--- config.mk ---
export PLATFORM = sky130hd
export DESIGN_NAME = dios_top
export DESIGN_NICKNAME = d
export VERILOG_FILES = /design/src/dios_pkg.sv /design/src/dios_top.sv
export SDC_FILE = /design/constraint.sdc
export NUM_CORES = 2
export LEC_CHECK = 0
export ABC_AREA = 1
export BUFFER_PORTS_ARGS = -buffer_cell sky130_fd_sc_hd__buf_2
export CORE_MARGIN = 2
export CORE_UTILIZATION = 54
export CTS_CLUSTER_SIZE = 28
export DETAILED_ROUTE_END_ITERATION = 6
export PLACE_DENSITY_LB_ADDON = 0.15
export SYNTH_ARGS = -nofsm -noshare
export SYNTH_HDL_FRONTEND = slang
export SYNTH_SLANG_ARGS = --single-unit
--- constraint.sdc ---
create_clock -name ref_clk -period 298.7 [get_ports ref_clk]
set_input_delay 59.74 -clock ref_clk [delete_from_list [all_inputs] [get_ports ref_clk]]
set_output_delay 59.74 -clock ref_clk [all_outputs]
set_load 0.05 [all_outputs]
--- src/dios_pkg.sv ---
// package: register map, field positions, reset values and timing constants
package dios_pkg;
	// register byte offsets
	localparam logic [7:0] ADDR_OUT_STATUS = 8'h00;
	localparam logic [7:0] ADDR_POLARITY = 8'h04;
	localparam logic [7:0] ADDR_OH_SEL = 8'h08;
	localparam logic [7:0] ADDR_MOT_TRIP = 8'h0C;
	localparam logic [7:0] ADDR_FAN_CTRL = 8'h10;
	localparam logic [7:0] ADDR_UNIT_CTRL = 8'h14;
	localparam logic [7:0] ADDR_COMM_CFG = 8'h18;
	localparam logic [7:0] ADDR_COMM_TIMEOUT = 8'h1C;
	localparam logic [7:0] ADDR_RELAY_DELAY = 8'h20;
	localparam logic [7:0] ADDR_CHECK_TIME = 8'h24;
	localparam logic [7:0] ADDR_STATUS = 8'h28;
	localparam logic [7:0] ADDR_INPUTS = 8'h2C;
	localparam logic [7:0] ADDR_SCALED = 8'h30;
	// reset values and write limits
	localparam logic [10:0] POLARITY_RST = 11'h000;
	localparam logic [2:0] OH_SEL_RST = 3'h7;
	localparam logic [8:0] MOT_TRIP_RST = 9'h06E;
	localparam logic [7:0] STATION_RST = 8'h01;
	localparam logic [2:0] BAUD_RST = 3'h3;
	localparam logic [15:0] TIMEOUT_RST = 16'h000A;
	localparam logic [10:0] TURN_DLY_RST = 11'h005;
	localparam logic [10:0] TURN_DLY_MIN = 11'h002;
	localparam logic [10:0] TURN_DLY_MAX = 11'h4B0;
	localparam logic [7:0] STATION_MAX = 8'hFA;
	localparam logic [15:0] CHECK_RST = 16'h0001;
	localparam logic [2:0] UNIT_MAX_CODE = 3'h5;
	// overheat select bit positions (stored bits 1..3 as [0..2])
	localparam int OH_MOTOR_BIT = 0;
	localparam int OH_EXT_BIT = 2;
	// timing: ms tick base and 100 ms tenth-second base
	localparam int CLK_HZ = 125000000;
	localparam int MS_NS = 1000000;
	localparam int CLK_NS = 8;
	localparam int MS_CYCLES = MS_NS / CLK_NS;
	localparam int TENTH_MS = 100;
	// baud, fan mode and loss action codes
	typedef enum logic [2:0] {
		DIOS_B1200, DIOS_B2400, DIOS_B4800, DIOS_B9600, DIOS_B19200,
		DIOS_B38400
	} dios_baud_t;
	typedef enum logic [1:0] {
		DIOS_FAN_POWER, DIOS_FAN_RUN, DIOS_FAN_TEMP
	} dios_fan_t;
	typedef enum logic [1:0] {
		DIOS_LOSS_NONE, DIOS_LOSS_COAST, DIOS_LOSS_STOP
	} dios_loss_t;
endpackage

--- src/dios_top.sv ---
// drive terminal and serial link supervision with an axi4-lite slave
//
// Summary of operation
// - fault relay switches on and off after separate delays, both default zero
// - fan mode 0 keeps fan on whenever powered
// - fan mode 1 runs fan only while drive outputs frequency
// - fan mode 2 runs fan only above fan temperature threshold
// - fan settings exist only on ratings of 37kW and above
// - unit code 0..5 selects percent, bar, mbar, kpa, psi, pa
// - process control off forces unit code back to percent
// - displayed process value scaled so unit maximum equals maximum frequency
// - station id 1..250, default 1
// - baud one of six rates, default 9600, same at both ends
// - loss handling only with serial command or reference source; show remote
// - loss declared when no valid traffic within timeout, default one second
// - loss action none keeps running
// - loss action coast cuts output at once
// - loss action stop decelerates by configured pattern
// - turnaround delay 2..1200 ms, default 5 ms
// - per-terminal polarity, 0 normally open, 1 normally closed
// - extension inputs usable only with sub-board installed
// - multi-step inputs accepted only after stable for check time
// - motor overheat trips at threshold when enabled, default 110
// - select bit 2 reserved, bit 1 motor trip, bit 3 external sensor
// - heat sink overheat protection always active
//
// The AXI4-Lite interface to the registers and the register offsets were chosen for this implementation.
`timescale 1ns/1ps
`default_nettype none
module dios_top #(
	parameter bit LARGE_RATING = 1'b1,
	parameter int MS_CYC = dios_pkg::MS_CYCLES
) (
	input wire logic ref_clk,
	input wire logic rstn,
	input wire logic [31:0] s_axi_awaddr,
	input wire logic s_axi_awvalid,
	output logic s_axi_awready,
	input wire logic [31:0] s_axi_wdata,
	input wire logic [3:0] s_axi_wstrb,
	input wire logic s_axi_wvalid,
	output logic s_axi_wready,
	output logic [1:0] s_axi_bresp,
	output logic s_axi_bvalid,
	input wire logic s_axi_bready,
	input wire logic [31:0] s_axi_araddr,
	input wire logic s_axi_arvalid,
	output logic s_axi_arready,
	output logic [31:0] s_axi_rdata,
	output logic [1:0] s_axi_rresp,
	output logic s_axi_rvalid,
	input wire logic s_axi_rready,
	input wire logic [7:0] multi_input_pins,
	input wire logic [2:0] extension_input_pins,
	input wire logic sub_board_present,
	input wire logic [3:0] aux_relay_state,
	input wire logic [2:0] open_collector_state,
	input wire logic fault_active,
	input wire logic drive_running,
	input wire logic [8:0] drive_temp,
	input wire logic [8:0] motor_temp,
	input wire logic heatsink_overheat,
	input wire logic multi_step_active,
	input wire logic serial_cmd_source,
	input wire logic serial_ref_source,
	input wire logic frame_valid,
	input wire logic frame_end,
	input wire logic [15:0] process_value,
	input wire logic [15:0] max_freq,
	output logic fault_relay_contact,
	output logic cooling_fan_on,
	output logic remote_state_indicator,
	output logic comm_lost,
	output logic output_cutoff,
	output logic decel_stop_req,
	output logic motor_overheat_trip,
	output logic heatsink_trip,
	output logic [10:0] valid_inputs,
	output logic tx_enable,
	output logic [7:0] station_id,
	output logic [2:0] baud_sel
);
	// ==========================================================
	// register state
	logic [10:0] polarity_r;
	logic [2:0] oh_sel_r;
	logic [8:0] mot_trip_r, fan_temp_r;
	logic [1:0] fan_mode_r, loss_mode_r;
	logic [2:0] unit_r;
	logic proc_en_r;
	logic [15:0] unit_max_r, timeout_r, check_r;
	logic [7:0] station_r;
	logic [2:0] baud_r;
	logic [10:0] turn_dly_r;
	logic [15:0] on_dly_r, off_dly_r;
	logic [7:0] out_status_r;

	// ==========================================================
	// pin synchronisers
	logic [13:0] sync1_r, sync2_r;
	always_ff @(posedge ref_clk) begin
		if (!rstn) begin
			sync1_r <= 14'h0000;
			sync2_r <= 14'h0000;
		end else begin
			sync1_r <= {frame_end, frame_valid, sub_board_present,
				extension_input_pins, multi_input_pins};
			sync2_r <= sync1_r;
		end
	end
	wire logic [10:0] pins_s = sync2_r[10:0];
	wire logic board_s = sync2_r[11];
	wire logic frame_s = sync2_r[12];
	wire logic fend_s = sync2_r[13];

	// ==========================================================
	// millisecond tick shared by all timers
	logic [31:0] ms_cnt_r;
	logic ms_tick;
	assign ms_tick = (ms_cnt_r == 32'(MS_CYC - 1));
	always_ff @(posedge ref_clk) begin
		if (!rstn) ms_cnt_r <= 32'h0;
		else ms_cnt_r <= ms_tick ? 32'h0 : ms_cnt_r + 32'h1;
	end

	// ==========================================================
	// input polarity and check time
	logic [10:0] logical_in, cand_r, valid_r;
	logic [15:0] stab_r;
	always_comb begin
		logical_in = pins_s ^ polarity_r;
		if (!board_s) logical_in[10:8] = 3'h0;
	end
	always_ff @(posedge ref_clk) begin
		if (!rstn) begin
			cand_r <= 11'h000;
			valid_r <= 11'h000;
			stab_r <= 16'h0;
		end else if (!multi_step_active) begin
			cand_r <= logical_in;
			valid_r <= logical_in;
			stab_r <= 16'h0;
		end else if (logical_in != cand_r) begin
			cand_r <= logical_in;
			stab_r <= 16'h0;
		end else if (stab_r > check_r) begin
			valid_r <= cand_r;
		end else if (ms_tick) begin
			stab_r <= stab_r + 16'h1;
		end
	end
	assign valid_inputs = valid_r;

	// ==========================================================
	// fault relay on/off delays in tenths of a second
	logic [31:0] rly_cnt_r;
	logic rly_r;
	always_ff @(posedge ref_clk) begin
		if (!rstn) begin
			rly_r <= 1'b0;
			rly_cnt_r <= 32'h0;
		end else if (fault_active == rly_r) begin
			rly_cnt_r <= 32'h0;
		end else if (rly_cnt_r >= 32'(fault_active ? on_dly_r : off_dly_r)
				* 32'(dios_pkg::TENTH_MS)) begin
			rly_r <= fault_active;
			rly_cnt_r <= 32'h0;
		end else if (ms_tick) begin
			rly_cnt_r <= rly_cnt_r + 32'h1;
		end
	end
	assign fault_relay_contact = rly_r;

	// ==========================================================
	// status word and fan
	always_ff @(posedge ref_clk) begin
		if (!rstn) out_status_r <= 8'h00;
		else out_status_r <= {rly_r, open_collector_state,
			aux_relay_state};
	end
	always_ff @(posedge ref_clk) begin
		if (!rstn) cooling_fan_on <= 1'b1;
		else if (!LARGE_RATING) cooling_fan_on <= 1'b1;
		else begin
			case (fan_mode_r)
			2'h0: cooling_fan_on <= 1'b1;
			2'h1: cooling_fan_on <= drive_running;
			2'h2: cooling_fan_on <= drive_temp > fan_temp_r;
			default: cooling_fan_on <= 1'b1;
			endcase
		end
	end

	// ==========================================================
	// overheat protection
	always_ff @(posedge ref_clk) begin
		if (!rstn) begin
			motor_overheat_trip <= 1'b0;
			heatsink_trip <= 1'b0;
		end else begin
			motor_overheat_trip <= oh_sel_r[dios_pkg::OH_MOTOR_BIT] &&
				motor_temp >= mot_trip_r;
			heatsink_trip <= heatsink_overheat;
		end
	end

	// ==========================================================
	// process display scaling: value * unit_max / max_freq
	logic [15:0] scaled_r;
	always_ff @(posedge ref_clk) begin
		if (!rstn) scaled_r <= 16'h0;
		else if (max_freq == 16'h0) scaled_r <= 16'h0;
		else scaled_r <= 16'((32'(process_value) * 32'(unit_max_r))
			/ 32'(max_freq));
	end

	// ==========================================================
	// communication loss watchdog (timeout in tenths of a second)
	logic serial_mode, lost_r;
	logic [31:0] wd_cnt_r;
	assign serial_mode = serial_cmd_source | serial_ref_source;
	always_ff @(posedge ref_clk) begin
		if (!rstn) begin
			wd_cnt_r <= 32'h0;
			lost_r <= 1'b0;
		end else if (!serial_mode || frame_s) begin
			wd_cnt_r <= 32'h0;
			lost_r <= 1'b0;
		// strictly past the limit: the shared tick may land early
		end else if (wd_cnt_r > 32'(timeout_r) * 32'(dios_pkg::TENTH_MS)) begin
			lost_r <= 1'b1;
		end else if (ms_tick) begin
			wd_cnt_r <= wd_cnt_r + 32'h1;
		end
	end
	// a stale loss flag must not outlive remote mode by a cycle
	assign comm_lost = lost_r && serial_mode;
	assign remote_state_indicator = serial_mode;
	assign output_cutoff = comm_lost &&
		loss_mode_r == 2'(dios_pkg::DIOS_LOSS_COAST);
	// none leaves both actions low
	assign decel_stop_req = comm_lost &&
		loss_mode_r == 2'(dios_pkg::DIOS_LOSS_STOP);

	// ==========================================================
	// turnaround delay before reply transmit
	logic [10:0] ta_cnt_r;
	logic ta_busy_r;
	always_ff @(posedge ref_clk) begin
		if (!rstn) begin
			ta_busy_r <= 1'b0;
			ta_cnt_r <= 11'h0;
			tx_enable <= 1'b0;
		end else if (fend_s) begin
			ta_busy_r <= 1'b1;
			ta_cnt_r <= 11'h0;
			tx_enable <= 1'b0;
		end else if (ta_busy_r && ta_cnt_r > turn_dly_r) begin
			ta_busy_r <= 1'b0;
			tx_enable <= 1'b1;
		end else if (ta_busy_r && ms_tick) begin
			ta_cnt_r <= ta_cnt_r + 11'h1;
		end else if (frame_s) begin
			tx_enable <= 1'b0;
		end
	end
	assign station_id = station_r;
	assign baud_sel = baud_r;

	// ==========================================================
	// axi4-lite write channel
	logic aw_ok_r, w_ok_r;
	logic [7:0] aw_r;
	logic [31:0] wd_r;
	logic do_wr;
	assign s_axi_awready = !aw_ok_r && !s_axi_bvalid;
	assign s_axi_wready = !w_ok_r && !s_axi_bvalid;
	assign do_wr = aw_ok_r && w_ok_r;
	always_ff @(posedge ref_clk) begin
		if (!rstn) begin
			aw_ok_r <= 1'b0;
			w_ok_r <= 1'b0;
			aw_r <= 8'h0;
			wd_r <= 32'h0;
			s_axi_bvalid <= 1'b0;
			s_axi_bresp <= 2'h0;
		end else begin
			if (s_axi_awvalid && s_axi_awready) begin
				aw_ok_r <= 1'b1;
				aw_r <= s_axi_awaddr[7:0];
			end
			if (s_axi_wvalid && s_axi_wready) begin
				w_ok_r <= 1'b1;
				wd_r <= s_axi_wdata;
			end
			if (do_wr) begin
				aw_ok_r <= 1'b0;
				w_ok_r <= 1'b0;
				s_axi_bvalid <= 1'b1;
				s_axi_bresp <= (aw_r <= dios_pkg::ADDR_CHECK_TIME &&
					aw_r[1:0] == 2'h0) ? 2'h0 : 2'h2;
			end else if (s_axi_bvalid && s_axi_bready) begin
				s_axi_bvalid <= 1'b0;
			end
		end
	end

	// ==========================================================
	// configuration registers; any nonzero strobe writes the whole word, an all-zero strobe drops the write
	always_ff @(posedge ref_clk) begin
		if (!rstn) begin
			polarity_r <= dios_pkg::POLARITY_RST;
			oh_sel_r <= dios_pkg::OH_SEL_RST;
			mot_trip_r <= dios_pkg::MOT_TRIP_RST;
			fan_mode_r <= 2'h0;
			fan_temp_r <= 9'h03C;
			unit_r <= 3'h0;
			proc_en_r <= 1'b0;
			unit_max_r <= 16'h0064;
			station_r <= dios_pkg::STATION_RST;
			baud_r <= dios_pkg::BAUD_RST;
			loss_mode_r <= 2'h0;
			timeout_r <= dios_pkg::TIMEOUT_RST;
			turn_dly_r <= dios_pkg::TURN_DLY_RST;
			on_dly_r <= 16'h0;
			off_dly_r <= 16'h0;
			check_r <= dios_pkg::CHECK_RST;
		end else begin
			if (!proc_en_r) unit_r <= 3'h0;
			if (do_wr && s_axi_wstrb != 4'h0) begin
				case (aw_r)
				dios_pkg::ADDR_POLARITY: polarity_r <= wd_r[10:0];
				dios_pkg::ADDR_OH_SEL: oh_sel_r <= wd_r[2:0];
				dios_pkg::ADDR_MOT_TRIP: mot_trip_r <= wd_r[8:0];
				dios_pkg::ADDR_FAN_CTRL: begin
					if (LARGE_RATING) begin
						fan_mode_r <= (wd_r[1:0] == 2'h3) ? fan_mode_r : wd_r[1:0];
						fan_temp_r <= wd_r[16:8];
					end
				end
				dios_pkg::ADDR_UNIT_CTRL: begin
					proc_en_r <= wd_r[3];
					if (wd_r[3] && wd_r[2:0] <= dios_pkg::UNIT_MAX_CODE)
						unit_r <= wd_r[2:0];
					unit_max_r <= wd_r[31:16];
				end
				dios_pkg::ADDR_COMM_CFG: begin
					if (wd_r[7:0] != 8'h0 && wd_r[7:0] <= dios_pkg::STATION_MAX)
						station_r <= wd_r[7:0];
					if (wd_r[10:8] <= 3'h5) baud_r <= wd_r[10:8];
					if (wd_r[13:12] != 2'h3) loss_mode_r <= wd_r[13:12];
					if (wd_r[26:16] >= dios_pkg::TURN_DLY_MIN &&
							wd_r[26:16] <= dios_pkg::TURN_DLY_MAX)
						turn_dly_r <= wd_r[26:16];
				end
				dios_pkg::ADDR_COMM_TIMEOUT: timeout_r <= wd_r[15:0];
				dios_pkg::ADDR_RELAY_DELAY: begin
					on_dly_r <= wd_r[15:0];
					off_dly_r <= wd_r[31:16];
				end
				dios_pkg::ADDR_CHECK_TIME: check_r <= wd_r[15:0];
				default: ;
				endcase
			end
		end
	end

	// ==========================================================
	// axi4-lite read channel
	always_ff @(posedge ref_clk) begin
		if (!rstn) begin
			s_axi_arready <= 1'b0;
			s_axi_rvalid <= 1'b0;
			s_axi_rdata <= 32'h0;
			s_axi_rresp <= 2'h0;
		end else begin
			s_axi_arready <= 1'b0;
			if (s_axi_rvalid && s_axi_rready) s_axi_rvalid <= 1'b0;
			if (s_axi_arvalid && !s_axi_arready && !s_axi_rvalid) begin
				s_axi_arready <= 1'b1;
				s_axi_rvalid <= 1'b1;
				s_axi_rresp <= 2'h0;
				case (s_axi_araddr[7:0])
				dios_pkg::ADDR_OUT_STATUS: s_axi_rdata <= {24'h0, out_status_r};
				dios_pkg::ADDR_POLARITY: s_axi_rdata <= {21'h0, polarity_r};
				dios_pkg::ADDR_OH_SEL: s_axi_rdata <= {29'h0, oh_sel_r};
				dios_pkg::ADDR_MOT_TRIP: s_axi_rdata <= {23'h0, mot_trip_r};
				dios_pkg::ADDR_FAN_CTRL: s_axi_rdata <= LARGE_RATING ?
					{15'h0, fan_temp_r, 6'h0, fan_mode_r} : 32'h0;
				dios_pkg::ADDR_UNIT_CTRL: s_axi_rdata <=
					{unit_max_r, 12'h0, proc_en_r, unit_r};
				dios_pkg::ADDR_COMM_CFG: s_axi_rdata <= {5'h0, turn_dly_r,
					2'h0, loss_mode_r, 1'b0, baud_r, station_r};
				dios_pkg::ADDR_COMM_TIMEOUT: s_axi_rdata <= {16'h0, timeout_r};
				dios_pkg::ADDR_RELAY_DELAY: s_axi_rdata <= {off_dly_r, on_dly_r};
				dios_pkg::ADDR_CHECK_TIME: s_axi_rdata <= {16'h0, check_r};
				dios_pkg::ADDR_STATUS: s_axi_rdata <= {24'h0, tx_enable,
					heatsink_trip, motor_overheat_trip, decel_stop_req,
					output_cutoff, lost_r, serial_mode, cooling_fan_on};
				dios_pkg::ADDR_INPUTS: s_axi_rdata <= {21'h0, valid_r};
				dios_pkg::ADDR_SCALED: s_axi_rdata <= {16'h0, scaled_r};
				default: begin
					s_axi_rdata <= 32'h0;
					s_axi_rresp <= 2'h2;
				end
				endcase
			end
		end
	end
endmodule // dios_top
`default_nettype wire

==> results.toml <==
[run_status]
status = "finished, final reports clean"

[synth]
syn_area_per_cell_sq_um = 6.74
post_synth_instance_area_sq_um = 53600
dominantRegCellSynth = "dfxtp_1"
synth_cells = 7946
synth.yosys.warnings = 0
register_bit_total_from_synthesis = 425
synth-edff-count = 0
yosys.cell_types.count = 85
postSynth.asyncResetShare_pct = 0
ys_seq_area_share_pct = 15.9

[setup_path]
gate_family_responsible_for_the_most_delay_along_the_worst_path = "compound AO/OA/AOI/OAI gates"
critical_path_startpoint = "process_value[6]"
critPathMaxFanout = 34
critPathCaptureType = "flop"
critical-path-slowest-cell = "inv_1"
timing.critical_path.from_type = "input pin"
critical_path_required_ns = 299.14
critPathKind = "input pin to flop"
timing.critical_path.mode_cell = "nand2_1"
worst-path-buf-inv = 112
reg2reg_depth = 629
regToRegStartpoint = "unit_max_r[11]$_SDFFE_PN0P_"
timing.critical_path.slowest_cell_delay_ns = 0.69
regToRegSetupSlack_ns = 196.03
critical_path_arrival_ns = 161.71
r2r-end = "scaled_r[0]$_SDFF_PP0_"

[timing]
finalHoldViolCount = 0
slew-limit-headroom_pct = 23.6
final_min_period_over_clock_period_pct = 54.0
slew_violations = 0
fin_tns_setup_ns = 0
tightest_slew_ns = 1.14
setup_repair_after_global_routing_missed_its_margin = "false"
hold_slack_ns = 0.411
finalCriticalPeriod_ns = 161.27
finClkSkew_ns = 0.0277
setup_viol = 0
timing.fmax_ghz = 0.00620

[die]
floorplan.core_area_sq_um = 98400
die_area_sq_um = 102000
num_rows = 115
start_util_pct = 54.4
die_h_um = 319
die_x_um = 319
boundaryPins = 256

[cells_and_area]
fin_cells = 9336
final_cell_mix = "nand2_1 (1694), inv_1 (1399), ha_1 (697)"
antennaDiodeCount = 0
syn2layout_area_growth_pct = 6.13
post_route_cells_drive_above_1_share_pct = 7.60
layout.core_utilization_pct = 57.8
num-nets-final = 9118
layout_commonest_cell = "nand2_1"

[hold_path]
whs_endpoint = "sync2_r[7]$_SDFF_PN0_"
holdCritStartpoint = "sync1_r[7]$_SDFF_PN0_"
holdCritPathClass = "flop to flop"
hold_path_depth = 2

[detailed_routing]
drt_pass1_iterations = 6
drt_first_iter_violations = 3497
dr_total_vias = 50600
ant_nets = 0
routed_via_density = 5.42
wire_per_inst_um = 15.8
postRouteWirelength_mm = 147
drc_errors = 0

[grt]
globalRoute.totalOverflow = 0
grt_pass1_vias = 48100
total_track_usage_pct = 28.6
first_pass_grt_wire_length_mm = 243
grt_antenna_before_repair = 4
grt_max_degree = 115

[clock_network]
tritoncts = "built"
cts_sinks = 425
ctsRootBufferMaster = "clkbuf_16"
post_cts_resize_count = 0
cts.reportedPaths.clkPinSlew_ns = 0.06
cts_hold_repair.buffers = 0
clock_path_buffers = 3
cts_inserted_buffers = 41
clkLatencyLatePin_ns = 0.57
cts.repair_timing.setup_buffer_count = 0
cts-htree-levels = 2

[placement]
gp_congestion = 0.948
placed_cells = 9265
place_hpwl_mm = 120
number_of_input_and_output_port_buffers_inserted = 205

[flow_run]
maxCapViolations = 0
synthesized netlist by cell type, drive strengths merged (118+ instances only):
| cell type | number | area (sq um) |
|---|---|---|
| a21oi | 604 | 3090 |
| clkbuf | 186 | 698 |
| dfxtp | 425 | 8510 |
| fa | 216 | 4320 |
| ha | 697 | 8720 |
| inv | 1447 | 5450 |
| nand2 | 1761 | 6880 |
| nand3 | 349 | 2110 |
| nand4 | 118 | 774 |
| nor2 | 545 | 2330 |
| o21ai | 623 | 3160 |
| xnor2 | 132 | 1160 |
| xor2 | 250 | 2190 |
how the worst max path moves through the flow:
stage	cells past startpoint	endpoint	slack [ns]
after floorplan	674	scaled_r[0]$_SDFF_PP0_	149.66
after global placement	629	scaled_r[0]$_SDFF_PP0_	140.27
after detailed placement	628	scaled_r[0]$_SDFF_PP0_	137.58
after CTS	628	scaled_r[0]$_SDFF_PP0_	137.95
after global routing	632	scaled_r[0]$_SDFF_PP0_	124.73
final	630	scaled_r[0]$_SDFF_PP0_	137.43
metrics by stage:
step,area (sq um),setup WS [ns]
detailed placement,55600,137.58
global route,56900,124.73
floorplan,53600,149.66
global placement,55600,140.27
CTS,56900,137.95
finish,56900,137.43
per-layer routing:
| layer | share of wire, % | global-route usage (%) |
|---|---|---|
| met1 | 46 | 38.6 |
| met2 | 46 | 48.6 |
| met3 | 4.5 | 1.92 |
| met4 | 3.5 | 9.50 |
| met5 | 0.0088 | 0 |
worst min-delay path, stage by stage, from the launching register on:
cell and delay [ns]:
dfxtp_1 0.30, nand2_1 0.05, inv_1 0.04
registers in the layout (all words and copies together) (netlist names), 14 cells and up:
register	count
off_dly_r	16
on_dly_r	16
stab_r	16
s_axi_rdata	32
unit_max_r	16
sync1_r	14
check_r	16
wd_r	32
ms_cnt_r	32
sync2_r	14
scaled_r	16
timeout_r	16
rly_cnt_r	32
wd_cnt_r	32
cells by family (layout without fill, tap and decap cells):
kind of cell / Yosys count / count (layout) / share of synthesized area [%]
buf+inv: 1680 / 1774 / 12.1
simple gates: 3017 / 3017 / 25.4
xor+xnor: 382 / 382 / 6.24
mux: 1 / 1 / 0.0187
fa+ha+maj: 913 / 913 / 24.3
compound gates: 1527 / 1527 / 16.0
flops: 425 / 425 / 15.9
other cells: 1 / 10 / 0.00700
layout make-up:
| class | instances | area, sq um |
|---|---|---|
| clock buffers | 60 | 1180 |
| clock inverters | 11 | 118 |
| fillers | 9552 | 41500 |
| inverters | 1462 | 5510 |
| multi-input cells | 5850 | 38600 |
| flip-flops and latches | 425 | 8510 |
| well taps | 1287 | 1610 |
| repair buffers | 241 | 1300 |
Power is left out: the tool's default activity adds up to more than one toggle a clock period on the data nets, which glitch-free logic cannot reach.
